[src/logic/efa_defines.vh]
// register map, field positions, reset values and timing counts of the alarm/interrupt block
`ifndef EFA_DEFINES_VH
`define EFA_DEFINES_VH
`define EFA_ADR_W 10
`define EFA_IDX_ALIGN 8'h90
`define EFA_IDX_MAINT 8'h91
`define EFA_IDX_FRM_EN 8'h92
`define EFA_IDX_ALM_EN 8'h93
`define EFA_IDX_FRM_FLG 8'h94
`define EFA_IDX_ALM_FLG 8'h95
`define EFA_IDX_FRM_ST 8'h96
`define EFA_IDX_ALM_ST 8'h97
`define EFA_IDX_MODE 8'ha0
`define EFA_RST_MODE 8'h01
`define EFA_RST_ALIGN 8'h00
`define EFA_RST_MAINT 8'h00
`define EFA_RST_EN 8'h00
`define EFA_B_STD_SEL 0
`define EFA_B_BYPASS 1
`define EFA_B_REFR_CHK 1
`define EFA_B_SIG_EXTRA 5
`define EFA_B_TS16_LEN 4
`define EFA_B_RAI_CRIT 3
`define EFA_B_AIS_CRIT 1
`define EFA_B_EXC_CHK 0
`define EFA_EXC_LIMIT 10'd915
`define EFA_E_HIGH_MIN 10'd990
`define EFA_CFE_SECS 3'd5
`define EFA_RAI_RUN 3'd4
`define EFA_RMAI_RUN 2'd3
`define EFA_AIS_ZEROS 2'd3
`define EFA_AIS_LAST 9'h1ff
`define EFA_SA7_ZEROS 2'd2
`define EFA_CLK_HZ 200000000
`define EFA_SEC_S 1
`define EFA_SEC_CYC (`EFA_SEC_S * `EFA_CLK_HZ)
`define EFA_RED_MS 100
`define EFA_RED_CYC (`EFA_RED_MS * (`EFA_CLK_HZ / 1000))
`define EFA_RAC_MS 10
`define EFA_RAC_CYC (`EFA_RAC_MS * (`EFA_CLK_HZ / 1000))
`endif

[src/logic/efa_flag_bank.v]
// bank of sticky event flags, cleared as a group
`timescale 1ns/1ps
`default_nettype none
module efa_flag_bank #(
	parameter W = 8
) (
	input wire i_clk, // system clock
	input wire i_rst, // synchronous, active high
	input wire [W-1:0] i_set, // one-cycle set pulses
	input wire i_clr, // clear all, one cycle
	output wire [W-1:0] o_flags // sticky flags
);
	reg [W-1:0] flag;
	genvar g;
	generate
		for (g = 0; g < W; g = g + 1) begin : bit_g
			// a set arriving with the clear survives
			always @(posedge i_clk) begin
				if (i_rst)
					flag[g] <= 1'b0;
				else if (i_set[g])
					flag[g] <= 1'b1;
				else if (i_clr)
					flag[g] <= 1'b0;
			end
		end
	endgenerate
	assign o_flags = flag;
endmodule
`default_nettype wire

[src/logic/efa_hold_timer.v]
// persistence filter: output follows its condition once it has held long enough
`timescale 1ns/1ps
`default_nettype none
module efa_hold_timer #(
	parameter SET_CYC = 1,
	parameter CLR_CYC = 1
) (
	input wire i_clk, // system clock
	input wire i_rst, // synchronous, active high
	input wire i_cond, // raw condition
	output reg o_state // filtered state
);
	reg [31:0] cnt;
	wire [31:0] cnt_inc = cnt + 32'h1;
	wire [31:0] target = o_state ? CLR_CYC : SET_CYC;
	always @(posedge i_clk) begin
		if (i_rst) begin
			cnt <= 32'h0;
			o_state <= 1'b0;
		end else if (i_cond == o_state) begin
			cnt <= 32'h0;
		end else if (cnt_inc >= target) begin
			cnt <= 32'h0;
			o_state <= i_cond;
		end else begin
			cnt <= cnt_inc;
		end
	end
endmodule
`default_nettype wire

[src/logic/efa_alarm_irq.v]
// receive framer alarm criteria, status, sticky indications and interrupt
//
// Our own choice: the Wishbone slave port.
`timescale 1ns/1ps
`default_nettype none
`include "efa_defines.vh"
// What this block does
// - all-zero slot 16 for 1/2 multiframes flags loss
// - criterion 0: remote alarm follows each A bit
// - criterion 1: four consecutive A=1 set alarm
// - criterion 0: frame loss plus sparse zeros gives AIS
// - criterion 1: two sparse periods set, two dense clear
// - 915 check errors per second, clear on read
// - enabled interwork and frame, sig, check loss changes raise interrupt
// - enabled alignment signal errors raise interrupt
// - enabled alarm status changes raise interrupt
// - zero E bit sets far-block error flag
// - check mismatch sets flag; one event suffices
// - level statuses except hunt, rac, cfe and link_id flag on either transition
// - error flags hold until their register read
// - flags ignore enables; read clears all
// - registers held reset unless E1 and framer used
// - interwork status follows interworking mode
// - frame, signalling, check alignment loss live
// - offline hunt shown as live status
// - A high, E low for 10 ms
// - E high over 990/1000 for 5 seconds
// - two of last three Sa7 bits zero
// - red alarm after 100 ms out-of-frame, both ways
module efa_alarm_irq #(
	parameter SEC_CYC = `EFA_SEC_CYC,
	parameter RED_CYC = `EFA_RED_CYC,
	parameter RAC_CYC = `EFA_RAC_CYC
) (
	input wire I_CLK_SYS, // system clock
	input wire I_RST_N, // synchronous reset, active low
	input wire I_WB_CYC, // wishbone cycle
	input wire I_WB_STB, // wishbone strobe
	input wire I_WB_WE, // wishbone write enable
	input wire [`EFA_ADR_W-1:0] I_WB_ADR, // byte address
	input wire [3:0] I_WB_SEL, // byte lanes
	input wire [31:0] I_WB_DAT, // write data
	output reg [31:0] O_WB_DAT, // read data
	output reg O_WB_ACK, // wishbone acknowledge
	input wire I_FRAME_LOSS, // basic frame alignment lost
	input wire I_SIG_MF_LOSS, // signalling multiframe lost
	input wire I_CHECK_MF_LOSS, // check multiframe lost
	input wire I_INTERWORK, // interworking mode active
	input wire I_OFFLINE_HUNT, // offline framer hunting
	input wire I_ALIGN_MOVE, // alignment position moved, pulse
	input wire I_FRAME_ERR, // frame alignment error, pulse
	input wire I_SIG_MF_ERR, // signalling mf error, pulse
	input wire I_CHECK_MF_ERR, // check mf error, pulse
	input wire I_CHECK_ERR, // check remainder mismatch, pulse
	input wire I_NFAS_STB, // non-alignment frame seen, pulse
	input wire I_A_BIT, // A bit of that frame
	input wire I_SA7_BIT, // Sa7 bit of that frame
	input wire I_E_STB, // E bit (frames 13/15) seen, pulse
	input wire I_E_BIT, // that E bit
	input wire I_Y_STB, // signalling mf Y bit seen, pulse
	input wire I_Y_BIT, // that Y bit
	input wire I_MF_STB, // signalling multiframe end, pulse
	input wire I_TS16_ZERO, // slot 16 was all zero this mf
	input wire I_BIT_STB, // received bit valid, pulse
	input wire I_DATA_BIT, // received bit
	output wire O_IRQ, // interrupt, active high
	output reg O_REFRAME_REQ, // reframe on check errors, pulse
	output reg O_SIG_MF_LOSS_REQ // slot-16 loss request, pulse
);
	reg [7:0] mode;
	reg [7:0] align_opt;
	reg [7:0] maint_opt;
	reg [7:0] frm_en;
	reg [7:0] alm_en;
	wire blk_rst;
	wire [7:0] idx = I_WB_ADR[9:2];
	wire req = I_WB_CYC & I_WB_STB & ~O_WB_ACK;
	wire wr = req & I_WB_WE & I_WB_SEL[0];
	wire rd = req & ~I_WB_WE;
	wire [7:0] wd = I_WB_DAT[7:0];

	assign blk_rst = ~I_RST_N | ~mode[`EFA_B_STD_SEL] | mode[`EFA_B_BYPASS];

	// mode register stays outside the held reset so the block can leave it
	always @(posedge I_CLK_SYS) begin
		if (!I_RST_N)
			mode <= `EFA_RST_MODE;
		else if (wr && idx == `EFA_IDX_MODE)
			mode <= wd;
	end

	always @(posedge I_CLK_SYS) begin
		if (blk_rst) begin
			align_opt <= `EFA_RST_ALIGN;
			maint_opt <= `EFA_RST_MAINT;
			frm_en <= `EFA_RST_EN;
			alm_en <= `EFA_RST_EN;
		end else if (wr) begin
			case (idx)
				`EFA_IDX_ALIGN: align_opt <= wd;
				`EFA_IDX_MAINT: maint_opt <= wd;
				`EFA_IDX_FRM_EN: frm_en <= wd;
				`EFA_IDX_ALM_EN: alm_en <= wd;
				default: ;
			endcase
		end
	end

	// live framing status, registered copies of the framer levels
	reg st_iw, st_fl, st_sl, st_cl, st_oh;
	always @(posedge I_CLK_SYS) begin
		if (blk_rst) begin
			st_iw <= 1'b0;
			st_fl <= 1'b0;
			st_sl <= 1'b0;
			st_cl <= 1'b0;
			st_oh <= 1'b0;
		end else begin
			st_iw <= I_INTERWORK;
			st_fl <= I_FRAME_LOSS;
			st_sl <= I_SIG_MF_LOSS;
			st_cl <= I_CHECK_MF_LOSS;
			st_oh <= I_OFFLINE_HUNT;
		end
	end

	// remote alarm and remote multiframe alarm
	reg rai, rmai;
	reg [2:0] a_run;
	reg [1:0] y_run;
	wire [2:0] a_run_inc = (a_run == `EFA_RAI_RUN) ? a_run : a_run + 3'h1;
	wire [1:0] y_run_inc = (y_run == `EFA_RMAI_RUN) ? y_run : y_run + 2'h1;
	always @(posedge I_CLK_SYS) begin
		if (blk_rst) begin
			rai <= 1'b0;
			rmai <= 1'b0;
			a_run <= 3'h0;
			y_run <= 2'h0;
		end else begin
			if (I_NFAS_STB) begin
				if (!I_A_BIT) begin
					a_run <= 3'h0;
					rai <= 1'b0;
				end else begin
					a_run <= a_run_inc;
					if (!maint_opt[`EFA_B_RAI_CRIT])
						rai <= 1'b1;
					else if (a_run_inc == `EFA_RAI_RUN)
						rai <= 1'b1;
				end
			end
			if (I_Y_STB) begin
				y_run <= I_Y_BIT ? y_run_inc : 2'h0;
				rmai <= I_Y_BIT & (y_run_inc == `EFA_RMAI_RUN);
			end
		end
	end

	// ones-density detector over 512-bit periods
	reg ones_detect_value, prev_sparse;
	reg [8:0] bit_cnt;
	reg [1:0] zero_cnt;
	wire zero_hit = I_BIT_STB & ~I_DATA_BIT & (zero_cnt != `EFA_AIS_ZEROS);
	wire [1:0] zero_now = zero_hit ? zero_cnt + 2'h1 : zero_cnt;
	wire sparse = zero_now != `EFA_AIS_ZEROS;
	wire period_end = I_BIT_STB & (bit_cnt == `EFA_AIS_LAST);
	always @(posedge I_CLK_SYS) begin
		if (blk_rst) begin
			ones_detect_value <= 1'b0;
			prev_sparse <= 1'b0;
			bit_cnt <= 9'h0;
			zero_cnt <= 2'h0;
		end else if (period_end) begin
			bit_cnt <= 9'h0;
			zero_cnt <= 2'h0;
			prev_sparse <= sparse;
			if (!maint_opt[`EFA_B_AIS_CRIT])
				ones_detect_value <= sparse & st_fl;
			else if (sparse && prev_sparse)
				ones_detect_value <= 1'b1;
			else if (!sparse && !prev_sparse)
				ones_detect_value <= 1'b0;
		end else begin
			if (I_BIT_STB)
				bit_cnt <= bit_cnt + 9'h1;
			zero_cnt <= zero_now;
		end
	end

	// slot-16 all-zero loss criterion
	reg [1:0] ts16_run;
	wire [1:0] ts16_need = maint_opt[`EFA_B_TS16_LEN] ? 2'h2 : 2'h1;
	wire [1:0] ts16_inc = (ts16_run == 2'h3) ? ts16_run : ts16_run + 2'h1;
	always @(posedge I_CLK_SYS) begin
		if (blk_rst) begin
			ts16_run <= 2'h0;
			O_SIG_MF_LOSS_REQ <= 1'b0;
		end else begin
			O_SIG_MF_LOSS_REQ <= 1'b0;
			if (I_MF_STB) begin
				ts16_run <= I_TS16_ZERO ? ts16_inc : 2'h0;
				if (I_TS16_ZERO && maint_opt[`EFA_B_SIG_EXTRA] && ts16_inc == ts16_need)
					O_SIG_MF_LOSS_REQ <= 1'b1;
			end
		end
	end

	// one-second window: excessive check errors and continuous far errors
	reg [31:0] sec_cnt;
	reg [9:0] chk_cnt;
	reg [9:0] e_high;
	reg [2:0] cfe_run;
	reg exc_set;
	wire sec_tick = (sec_cnt == SEC_CYC - 1);
	wire [9:0] chk_inc = (chk_cnt == 10'h3ff) ? chk_cnt : chk_cnt + 10'h1;
	wire [9:0] e_inc = (e_high == 10'h3ff) ? e_high : e_high + 10'h1;
	wire [9:0] chk_now = I_CHECK_ERR ? chk_inc : chk_cnt;
	wire [9:0] e_now = (I_E_STB & I_E_BIT) ? e_inc : e_high;
	wire cfe = (cfe_run == `EFA_CFE_SECS);
	always @(posedge I_CLK_SYS) begin
		if (blk_rst) begin
			sec_cnt <= 32'h0;
			chk_cnt <= 10'h0;
			e_high <= 10'h0;
			cfe_run <= 3'h0;
			exc_set <= 1'b0;
			O_REFRAME_REQ <= 1'b0;
		end else begin
			exc_set <= 1'b0;
			O_REFRAME_REQ <= 1'b0;
			if (sec_tick) begin
				sec_cnt <= 32'h0;
				chk_cnt <= 10'h0;
				e_high <= 10'h0;
				if (chk_now >= `EFA_EXC_LIMIT) begin
					exc_set <= 1'b1;
					O_REFRAME_REQ <= align_opt[`EFA_B_REFR_CHK];
				end
				if (e_now > `EFA_E_HIGH_MIN) begin
					if (!cfe)
						cfe_run <= cfe_run + 3'h1;
				end else begin
					cfe_run <= 3'h0;
				end
			end else begin
				sec_cnt <= sec_cnt + 32'h1;
				chk_cnt <= chk_now;
				e_high <= e_now;
			end
		end
	end

	// sticky excessive-error bit, cleared by reading its register
	reg exc_chk;
	always @(posedge I_CLK_SYS) begin
		if (blk_rst)
			exc_chk <= 1'b0;
		else if (exc_set)
			exc_chk <= 1'b1;
		else if (rd && idx == `EFA_IDX_MAINT)
			exc_chk <= 1'b0;
	end

	// last A and E bits, Sa7 history
	reg last_a, last_e;
	reg [2:0] sa7_hist;
	always @(posedge I_CLK_SYS) begin
		if (blk_rst) begin
			last_a <= 1'b0;
			last_e <= 1'b1;
			sa7_hist <= 3'h7;
		end else begin
			if (I_NFAS_STB) begin
				last_a <= I_A_BIT;
				sa7_hist <= {sa7_hist[1:0], I_SA7_BIT};
			end
			if (I_E_STB)
				last_e <= I_E_BIT;
		end
	end
	wire [1:0] sa7_zeros = {1'b0, ~sa7_hist[0]} + {1'b0, ~sa7_hist[1]} + {1'b0, ~sa7_hist[2]};
	wire link_id = (sa7_zeros >= `EFA_SA7_ZEROS);

	wire carrier_fail_value, ais, rac;
	efa_hold_timer #(.SET_CYC(RED_CYC), .CLR_CYC(RED_CYC)) u_red (
		.i_clk(I_CLK_SYS),
		.i_rst(blk_rst),
		.i_cond(st_fl),
		.o_state(carrier_fail_value)
	);
	efa_hold_timer #(.SET_CYC(RED_CYC), .CLR_CYC(RED_CYC)) u_ais (
		.i_clk(I_CLK_SYS),
		.i_rst(blk_rst),
		.i_cond(st_fl & ones_detect_value),
		.o_state(ais)
	);
	// drops as soon as either bit changes back
	efa_hold_timer #(.SET_CYC(RAC_CYC), .CLR_CYC(1)) u_rac (
		.i_clk(I_CLK_SYS),
		.i_rst(blk_rst),
		.i_cond(last_a & ~last_e),
		.o_state(rac)
	);

	// change detection on every alarm level and on four framing levels (not hunt, rac, cfe, link_id)
	reg [7:0] frm_q, alm_q;
	wire [7:0] frm_lvl = {st_iw, st_fl, st_sl, st_cl, 4'h0};
	wire [7:0] alm_lvl = {rai, rmai, ones_detect_value, 1'b0, carrier_fail_value, ais, 2'b00};
	wire [7:0] frm_chg = frm_lvl ^ frm_q;
	wire [7:0] alm_chg = alm_lvl ^ alm_q;
	always @(posedge I_CLK_SYS) begin
		if (blk_rst) begin
			frm_q <= 8'h00;
			alm_q <= 8'h00;
		end else begin
			frm_q <= frm_lvl;
			alm_q <= alm_lvl;
		end
	end

	wire [7:0] frm_set = {frm_chg[7:4], I_ALIGN_MOVE, I_FRAME_ERR, I_SIG_MF_ERR, I_CHECK_MF_ERR};
	wire [7:0] alm_set = {alm_chg[7:5], 1'b0, alm_chg[3:2], I_E_STB & ~I_E_BIT, I_CHECK_ERR};
	wire [7:0] frm_flg, alm_flg;
	efa_flag_bank #(.W(8)) u_frm_flg (
		.i_clk(I_CLK_SYS),
		.i_rst(blk_rst),
		.i_set(frm_set),
		.i_clr(rd && idx == `EFA_IDX_FRM_FLG),
		.o_flags(frm_flg)
	);
	efa_flag_bank #(.W(8)) u_alm_flg (
		.i_clk(I_CLK_SYS),
		.i_rst(blk_rst),
		.i_set(alm_set),
		.i_clr(rd && idx == `EFA_IDX_ALM_FLG),
		.o_flags(alm_flg)
	);

	// reserved alarm enable bit 4 has no flag behind it, so it cannot raise anything
	assign O_IRQ = |(frm_flg & frm_en) | |(alm_flg & alm_en);

	reg [7:0] rd_mux;
	always @* begin
		case (idx)
			`EFA_IDX_MODE: rd_mux = mode;
			`EFA_IDX_ALIGN: rd_mux = align_opt;
			`EFA_IDX_MAINT: rd_mux = {maint_opt[7:1], exc_chk};
			`EFA_IDX_FRM_EN: rd_mux = frm_en;
			`EFA_IDX_ALM_EN: rd_mux = alm_en;
			`EFA_IDX_FRM_FLG: rd_mux = frm_flg;
			`EFA_IDX_ALM_FLG: rd_mux = alm_flg;
			`EFA_IDX_FRM_ST: rd_mux = {st_iw, st_fl, st_sl, st_cl, st_oh, rac, cfe, link_id};
			`EFA_IDX_ALM_ST: rd_mux = {rai, rmai, ones_detect_value, 1'b0, carrier_fail_value, ais, 2'b00};
			default: rd_mux = 8'h00;
		endcase
	end

	// one wait state free: ack one edge after the request, then drop
	always @(posedge I_CLK_SYS) begin
		if (!I_RST_N) begin
			O_WB_ACK <= 1'b0;
			O_WB_DAT <= 32'h0;
		end else begin
			O_WB_ACK <= req;
			if (rd)
				O_WB_DAT <= {24'h0, rd_mux};
		end
	end
endmodule
`default_nettype wire

[config.mk]
export PLATFORM = sky130hd
export DESIGN_NAME = efa_alarm_irq
export DESIGN_NICKNAME = d
export VERILOG_FILES = /design/src/logic/efa_flag_bank.v /design/src/logic/efa_hold_timer.v /design/src/logic/efa_alarm_irq.v
export VERILOG_INCLUDE_DIRS = /design/src /design/src/logic
export SDC_FILE = /design/constraint.sdc
export NUM_CORES = 1
export LEC_CHECK = 0
export BUFFER_PORTS_ARGS = -buffer_cell sky130_fd_sc_hd__buf_2
export CORE_MARGIN = 1
export CORE_UTILIZATION = 61
export CTS_CLUSTER_DIAMETER = 80
export DETAILED_ROUTE_END_ITERATION = 8
export GPL_TIMING_DRIVEN = 0
export PLACE_DENSITY = 0.93
export SYNTH_ARGS = -nofsm -noshare
export SYNTH_HDL_FRONTEND = slang
export SYNTH_HIERARCHICAL = 1
export SYNTH_SLANG_ARGS = --single-unit
[constraint.sdc]
create_clock -name I_CLK_SYS -period 5.51 [get_ports I_CLK_SYS]
set_clock_uncertainty 0.05 [all_clocks]
set_input_delay 1.102 -clock I_CLK_SYS [delete_from_list [all_inputs] [get_ports I_CLK_SYS]]
set_output_delay 1.102 -clock I_CLK_SYS [all_outputs]
set_load 0.02 [all_outputs]
==> impl_metrics.tcl, run 1 <==
set metrics [dict create \
    whs_ns 0.390 \
    rsz0062_at_grt "no" \
    critPathMaxFanout 10 \
    hp-start "sec_cnt[0]" \
    p_sw_uw 971 \
    cts_max_level 1 \
    finalInstanceArea_mm2 0.0154 \
    r2r-start "u_rac/cnt[3]" \
    cts.path.max_buffers 3 \
    via_count 12000 \
    synth_enable_flop_cells 0 \
    drive_above_1_share_pct 14.4 \
    clkLatencyLatePin_ns 0.55 \
    status "complete, no violations" \
    ys.flop_type "dfxtp_1" \
    synth.distinct_cells 85 \
    cts_setup_buffers 0 \
    leakage_nw 5.64 \
    fin_nets 1789 \
    gp_congestion 0.944 \
    ys_seq_area_share_pct 38.6 \
    core_mm2 0.0219 \
    power_density_mw_per_mm2 268 \
    total_power_mw 4.12 \
    fmax_mhz 223 \
    grt.overflow.total 0 \
    hold_viol_final 0 \
    routed_wl_um 32800 \
    required_ns 5.93 \
    async_flop_share_pct 0 \
    syn-cell-area_mm2 0.0136 \
    crit_end "u_rac/cnt[20]" \
    grt_pass1_vias 11200 \
    synth_seq_cells 263 \
    cts_buffers 28 \
    synth_cells 1565 \
    setup_viol 0 \
    cts_sinks 263 \
    cts_tree "built" \
    wl_per_cell_um 16.4 \
    drtIter0Drc 875 \
    rr_worst_depth 16 \
    timing.reg2reg.setup_slack_ns 1.02 \
    postPlaceCellArea_mm2 0.0144 \
    fin_ws_ns 1.02 \
    seq_area_mm2 0.00527 \
    startpoint "u_rac/cnt[3]" \
    yosysWarnings 6 \
    antenna_found_initial 2 \
    reg2reg_to "u_rac/cnt[20]" \
    fin_crit_ns 4.49 \
    drc 0 \
    grtUsageTotal_pct 28.1 \
    grt_max_degree 21 \
    via_per_inst 6.04 \
    clk_pin_slew_ns 0.07 \
    dieArea_mm2 0.0229 \
    io_pins 108 \
    end_kind "flip-flop" \
    fin_util_pct 70.2 \
    cts_resized 0 \
    final.fill_count 1623 \
    avgSynthCellArea_um2 8.71 \
    power_frac_comb_pct 5.2 \
    syn_to_final_growth_pct 12.8 \
    ctsRootBufferMaster "clkbuf_16" \
    final_common_cell "dfxtp_1" \
    p_int_mw 3.15 \
    drtPass1Iterations 7 \
    port_buffers 52 \
    place_ws_ns 1.07 \
    clockPowerShare_pct 46.8 \
    swShare_pct 23.6 \
    final_cell_mix "dfxtp_1, nand2_1, nor2_1" \
    cts-hold-fix-buffers 0 \
    grt_pass1_wl_um 53000 \
    die-height_um 151 \
    cap_violations 0 \
    row_count 54 \
    peakVddDrop_v 0.000329 \
    criticalPathCategory "reg2reg" \
    worstPathArrival_ns 4.91 \
    hold_class "reg2reg" \
    chipWidth_um 151 \
    dp.cells 1943 \
    maxSlewViolCount 0 \
    multi_input_area_mm2 0.00780 \
    initial_core_util_pct 62.2 \
    maxSlewHeadroom_pct 36.5 \
    finalCritPeriodShare_pct 81.5 \
    postRouteAntennaNets 0 \
    worst_pin_slew_ns 0.953 \
    start_kind "flip-flop" \
    pwr-share-seq_pct 48.0 \
    setup_tns_ns 0 \
    stdcell_count 1996 \
    hpwlAfterDp_um 22900 \
]
cell usage after synthesis, types with 9 or more instances:
master	instances	area share [%]
dfxtp_1	263	39
nand2_1	144	4.0
nor2_1	128	3.5
nand3_1	95	3.5
a21oi_1	75	2.8
xor2_1	73	4.7
nand4_1	57	2.6
xnor2_1	55	3.5
inv_1	43	1.2
clkbuf_1	39	1.1
nand2b_1	36	1.7
nor3_2	36	2.6
nor3_1	35	1.3
and2_1	31	1.4
buf_4	30	1.7
o21ai_0	28	1.0
mux2i_1	27	2.0
and3_1	26	1.2
ha_1	24	2.2
nor2b_1	23	1.1
nor4_1	20	0.92
a21oi_2	14	0.90
and4_1	14	0.90
a221oi_1	13	0.84
a22oi_1	13	0.72
a31oi_1	12	0.55
o31ai_1	12	0.66
mux2_2	11	0.91
nor2_2	10	0.46
o211ai_1	10	0.55
a211oi_1	9	0.50
a22o_1	9	0.58
power groups by stage:
stage	registers [mW]	clock network (mW)	logic, mW
2_1_floorplan	2.00	0	0.147
3_3_place_gp	2.01	0	0.199
3_5_place_dp	2.01	0	0.206
4_1_cts	1.97	1.95	0.210
5_1_grt	1.98	2.02	0.235
6_report	1.98	1.93	0.215
layer usage:
layer,track usage [%],wire (µm)
met1,35.1,13400
met2,48.2,16000
met3,4.10,2100
met4,11.8,1230
met5,0,14
worst min-delay path by stage:
stage	endpoint	slack, ns	cells after the start
2_1_floorplan	exc_chk	0.36	2
3_3_place_gp	sec_cnt[0]	0.38	1
3_5_place_dp	exc_chk	0.38	2
4_1_cts	exc_chk	0.39	2
5_1_grt	exc_chk	0.42	2
6_report	sec_cnt[0]	0.39	1
critical path: stages, from the launching register on:
cell      delay (ns)
dfxtp_1         0.30
clkbuf_2        0.18
nand4_1         0.20
or4_1           0.62
nor2_1          0.22
and3_1          0.21
xor2_1          0.21
ha_1            0.28
and3_1          0.16
and3_1          0.19
a21oi_1         0.16
o21ai_1         0.09
or4_1           0.48
or4_1           0.57
buf_6           0.17
buf_12          0.14
nor3b_2         0.17
cell families after synthesis:
family          Yosys count  share of synthesized area, %
flops                   263                          38.6
mux                      38                          2.89
fa+ha+maj                24                          2.20
other cells               4                         0.110
compound gates          252                          12.7
buf+inv                 139                          5.40
simple gates            717                          29.8
xor+xnor                128                          8.23
registers in the layout, indices dropped and copies added, names as in the netlist, 9 cells and up:
name,count
sec_cnt,32
u_ais/cnt,32
u_rac/cnt,32
u_red/cnt,32
chk_cnt,10
e_high,10
bit_cnt,9
layout make-up:
| cell class | instances | share of cell area, % |
|---|---|---|
| clock buffer | 36 | 4.95 |
| clock inverter | 16 | 1.26 |
| tap | 280 | 2.28 |
| inverter | 44 | 1.07 |
| multi-input combinational | 1209 | 50.7 |
| timing repair buffer | 52 | 1.69 |
| sequential | 263 | 34.3 |
| buffer | 95 | 3.71 |
| antenna | 1 | 0.0163 |
(Power assumes the default switching activity.)
==> run 2, diff against run 1 <==
==> constraint.sdc (replaced) <==
create_clock -name I_CLK_SYS -period 4.5 [get_ports I_CLK_SYS]
set_clock_uncertainty 0.05 [all_clocks]
set_input_delay 0.9 -clock I_CLK_SYS [delete_from_list [all_inputs] [get_ports I_CLK_SYS]]
set_output_delay 0.9 -clock I_CLK_SYS [all_outputs]
set_load 0.02 [all_outputs]
==> run 2 against run 1 <==
Against the previous run: sequential share of layout area down 0.16 points; worst hold slack worse by 0.0014 ns; critical path type unchanged; largest cell class unchanged; sequential cell count unchanged; setup slack got worse by 0.90 ns.
==> impl_metrics.tcl, run 2 (same netlist as run 1, synthesis figures left out) <==
set metrics [dict create \
    maxSlewViolCount 0 \
    worstPathArrival_ns 4.78 \
    dieArea_mm2 0.0229 \
    drtPass1Iterations 5 \
    postRouteAntennaNets 0 \
    critPathMaxFanout 10 \
    setup_tns_ns 0 \
    gp_congestion 0.944 \
    die-height_um 151 \
    power_density_mw_per_mm2 327 \
    crit_family "simple AND/OR/NAND/NOR gates" \
    ctsRootBufferMaster "clkbuf_16" \
    fin_ws_ns 0.126 \
    via_per_inst 6.05 \
    setup_viol 0 \
    drc 0 \
    cp_cell_sequence "clkbuf_4 -> nand4_1 -> or4_4 -> nor2_2 -> and3_1 -> xor2_1 -> ha_1 -> and3_1 -> and3_1 -> a21oi_2 -> o21ai_1 -> or4_1 -> or4_1 -> buf_6 -> buf_12 -> nor3_2" \
    hpwlAfterDp_um 22900 \
    r2r-start "u_rac/cnt[3]" \
    io_pins 108 \
    cts.path.max_buffers 3 \
    total_power_mw 5.05 \
    leakage_nw 5.68 \
    row_count 54 \
    port_buffers 52 \
    dp.cells 1943 \
    cts-hold-fix-buffers 0 \
    finalInstanceArea_mm2 0.0154 \
    hold_viol_final 0 \
    cts_sinks 263 \
    clkLatencyLatePin_ns 0.55 \
    grt_pass1_wl_um 53000 \
    hp-start "exc_set" \
    grtUsageTotal_pct 28.1 \
    clk_pin_slew_ns 0.06 \
    grt.overflow.total 0 \
    cts_buffers 28 \
    wl_met1_um 13500 \
    crit_top_cell "and3_1" \
    finalCritPeriodShare_pct 97.2 \
    highest_layer "met5" \
    hold_class "reg2reg" \
    final_cell_mix "dfxtp_1, nand2_1, nor2_1" \
    route.met2.wl_um 16100 \
    initial_core_util_pct 62.2 \
    worst_pin_slew_ns 0.955 \
    slowest_delay_ns 0.57 \
    final_common_cell "dfxtp_1" \
    routed_wl_um 33100 \
    via_count 12100 \
    cp_num_buf_inv 3 \
    cap_violations 0 \
    fin_crit_ns 4.37 \
    criticalPathCategory "reg2reg" \
    peakVddDrop_v 0.000402 \
    cts_max_level 1 \
    grt_pass1_vias 11200 \
    fmax_mhz 229 \
    postPlaceCellArea_mm2 0.0144 \
    stdcell_count 1999 \
    maxSlewHeadroom_pct 36.3 \
    fin_nets 1792 \
    drive_above_1_share_pct 15.2 \
    antenna_found_initial 2 \
    wl_met3_um 2250 \
    end_kind "flip-flop" \
    grt_max_degree 21 \
    syn_to_final_growth_pct 13.4 \
    start_kind "flip-flop" \
    chipWidth_um 151 \
    wl_per_cell_um 16.6 \
    cts_tree "built" \
    startpoint "u_rac/cnt[3]" \
    slowest_stage "or4_1" \
    required_ns 4.91 \
    place_ws_ns 0.0558 \
    core_mm2 0.0219 \
    status "complete, no violations" \
    drtIter0Drc 974 \
]
## run 2: cell type report
type,instances,area [µm²]
plain buffers,95,582
fillers,1601,6440
multi-input cells,1209,7840
clock buffers,36,761
diodes,1,2.50
inverters,44,165
clock inverters,16,194
well taps,280,350
repair buffers,55,283
flip-flops and latches,263,5270
## run 2: worst paths after layout
kind / endpoint / slack (ns) / cells past startpoint
min: exc_chk / 0.39 / 2
min reg2reg: exc_chk / 0.39 / 2
max reg2reg: u_rac/cnt[4] / 0.13 / 16
max: u_rac/cnt[4] / 0.13 / 16
## run 2: tightest hold or removal path: stages, from the launching register on
cell	delay, ns
dfxtp_1	0.31
a21oi_1	0.03
nor2_1	0.07
## run 2: metal layers
layer  vias to the layer above  track usage (%)
li1                       5780                -
met1                      5662             35.1
met2                       517             48.2
met3                       126             4.10
met4                         2             11.8
met5                         -                0
## run 2: per-stage QoR
step	hold WS (ns)	util [%]
after floorplan	0.363	-
after global placement	0.376	65.8
after detailed placement	0.379	65.8
after CTS	0.391	70.2
after global routing	0.422	70.6
final	0.389	70.6
## run 2: repair_timing
action	in CTS	in global routing
endpoints found under the setup margin	0	22
setup buffers	0	3
resized for setup	0	18
hold endpoints to repair	0	0
## run 2: power breakdown
group	switching, mW	internal, mW
Sequential	0.0468	2.37
Clock	0.981	1.38
Combinational	0.163	0.100
Total	1.19	3.85
==> run 3, diff against run 2 <==
--- a/config.mk
+++ b/config.mk
@@ -12,7 +12,7 @@
 export CTS_CLUSTER_DIAMETER = 80
 export DETAILED_ROUTE_END_ITERATION = 8
 export GPL_TIMING_DRIVEN = 0
-export PLACE_DENSITY = 0.93
+export PLACE_DENSITY = 0.9
 export SYNTH_ARGS = -nofsm -noshare
 export SYNTH_HDL_FRONTEND = slang
 export SYNTH_HIERARCHICAL = 1
==> run 3 against run 2 <==
Against the previous run: combinational power about the same; non-clock buffer count up 1; clock power grew 7%; sequential share of layout area down 0.21 points; first-iteration DRC count down 8.1%; via count decreased by 1.0%; register-to-register slack better by 0.06 ns; largest cell class unchanged; highest routed layer is now met4.
==> impl_metrics.tcl, run 3 (same netlist as run 1, synthesis figures left out) <==
set metrics [dict create \
    hold_viol_final 0 \
    postRouteAntennaNets 0 \
    drc 0 \
    wl_per_cell_um 16.2 \
    cp_num_buf_inv 2 \
    grt.busiest_layer "met2" \
    drtPass1Iterations 8 \
    maxSlewHeadroom_pct 32.1 \
    worst_pin_slew_ns 1.02 \
    criticalPathCategory "reg2reg" \
    final_common_cell "dfxtp_1" \
    grtUsageTotal_pct 27.5 \
    final_cell_mix "dfxtp_1, nand2_1, nor2_1" \
    die-height_um 151 \
    via_per_inst 5.99 \
    via_count 12000 \
    cp_cell_sequence "nand3_1 -> or4_4 -> nor2_2 -> and3_1 -> xor2_1 -> ha_1 -> and3_1 -> and3_1 -> a21oi_1 -> o21ai_1 -> or4_1 -> or4_4 -> buf_6 -> buf_12 -> nor3_2" \
    ctsRootBufferMaster "clkbuf_16" \
    clkLatencyLatePin_ns 0.55 \
    leakage_nw 5.72 \
    finalCritPeriodShare_pct 95.8 \
    setup_viol 0 \
    row_count 54 \
    grt_pass1_vias 11100 \
    cts.path.max_buffers 3 \
    grt.overflow.total 0 \
    crit_family "simple AND/OR/NAND/NOR gates" \
    cts-hold-fix-buffers 0 \
    hpwlAfterDp_um 22400 \
    grt_use_met2_pct 47.0 \
    syn_to_final_growth_pct 14.1 \
    dieArea_mm2 0.0229 \
    postPlaceCellArea_mm2 0.0144 \
    critPathMaxFanout 10 \
    finalInstanceArea_mm2 0.0155 \
    grt_max_degree 21 \
    crit_top_cell "and3_1" \
    initial_core_util_pct 62.2 \
    gp_congestion 0.942 \
    fin_nets 1793 \
    drive_above_1_share_pct 15.3 \
    start_kind "flip-flop" \
    grt_pass1_wl_um 51700 \
    power_density_mw_per_mm2 334 \
    drtIter0Drc 895 \
    cts_sinks 263 \
    hold_class "reg2reg" \
    fin_util_pct 71.0 \
    cts_max_level 1 \
    fmax_mhz 232 \
    core_mm2 0.0219 \
    status "complete, no violations" \
    worstPathArrival_ns 4.71 \
    end_kind "flip-flop" \
    antenna_found_initial 1 \
    met3_usage_pct 4.82 \
    slowest_delay_ns 0.55 \
    chipWidth_um 151 \
    fin_crit_ns 4.31 \
    clk_pin_slew_ns 0.06 \
    io_pins 108 \
    cts_buffers 28 \
    cts_tree "built" \
    setup_tns_ns 0 \
    whs_ns 0.408 \
    maxSlewViolCount 0 \
    peakVddDrop_v 0.000340 \
    port_buffers 52 \
    met1_usage_pct 34.1 \
    routed_wl_um 32300 \
    required_ns 4.90 \
    slowest_stage "or4_4" \
    cap_violations 0 \
]
-- run 3: layout make-up --
cell class                      count  area, µm²
Antenna cell                        1       2.50
Buffer                             95        579
Clock buffer                       36        811
Clock inverter                     15        228
Fill cell                        1642       6350
Inverter                           44        165
Multi-Input combinational cell   1209       7850
Sequential cell                   263       5270
Tap cell                          280        350
Timing Repair Buffer               56        290
-- run 3: repair_timing --
item	CTS	global route
resized for setup	3	9
endpoints found under the setup margin	20	22
buffers inserted	1	3
pin swaps	0	3
hold endpoints to repair	0	0
-- run 3: final timing paths --
kind	from	endpoint	slack [ns]	cells past startpoint
worst max register to register	u_rac/cnt[9]	u_rac/cnt[3]	0.19	15
worst min register to register	sec_cnt[0]	sec_cnt[0]	0.41	1
worst max-delay path	u_rac/cnt[9]	u_rac/cnt[3]	0.19	15
worst min-delay path	sec_cnt[0]	sec_cnt[0]	0.41	1
-- run 3: stage by stage --
step,cells,power (mW),setup slack (ns)
finish,1999,5.20,0.190
global route,1999,5.35,-0.00973
CTS,1995,5.22,0.0423
detailed placement,1943,2.72,0.0145
global placement,1943,2.71,0.130
floorplan,1611,2.63,0.514
-- run 3: routing by layer --
layer,vias to the layer above,routed length (µm)
li1,5775,-
met5,-,0
met4,0,1220
met1,5627,13200
met3,100,2310
met2,463,15600
-- run 3: power breakdown --
| group | internal, mW | switching, mW | leakage [nW] | total [mW] |
|---|---|---|---|---|
| logic | 0.0997 | 0.160 | 3.07 | 0.260 |
| registers | 2.37 | 0.0455 | 2.14 | 2.42 |
| clock network | 1.56 | 0.960 | 0.508 | 2.52 |
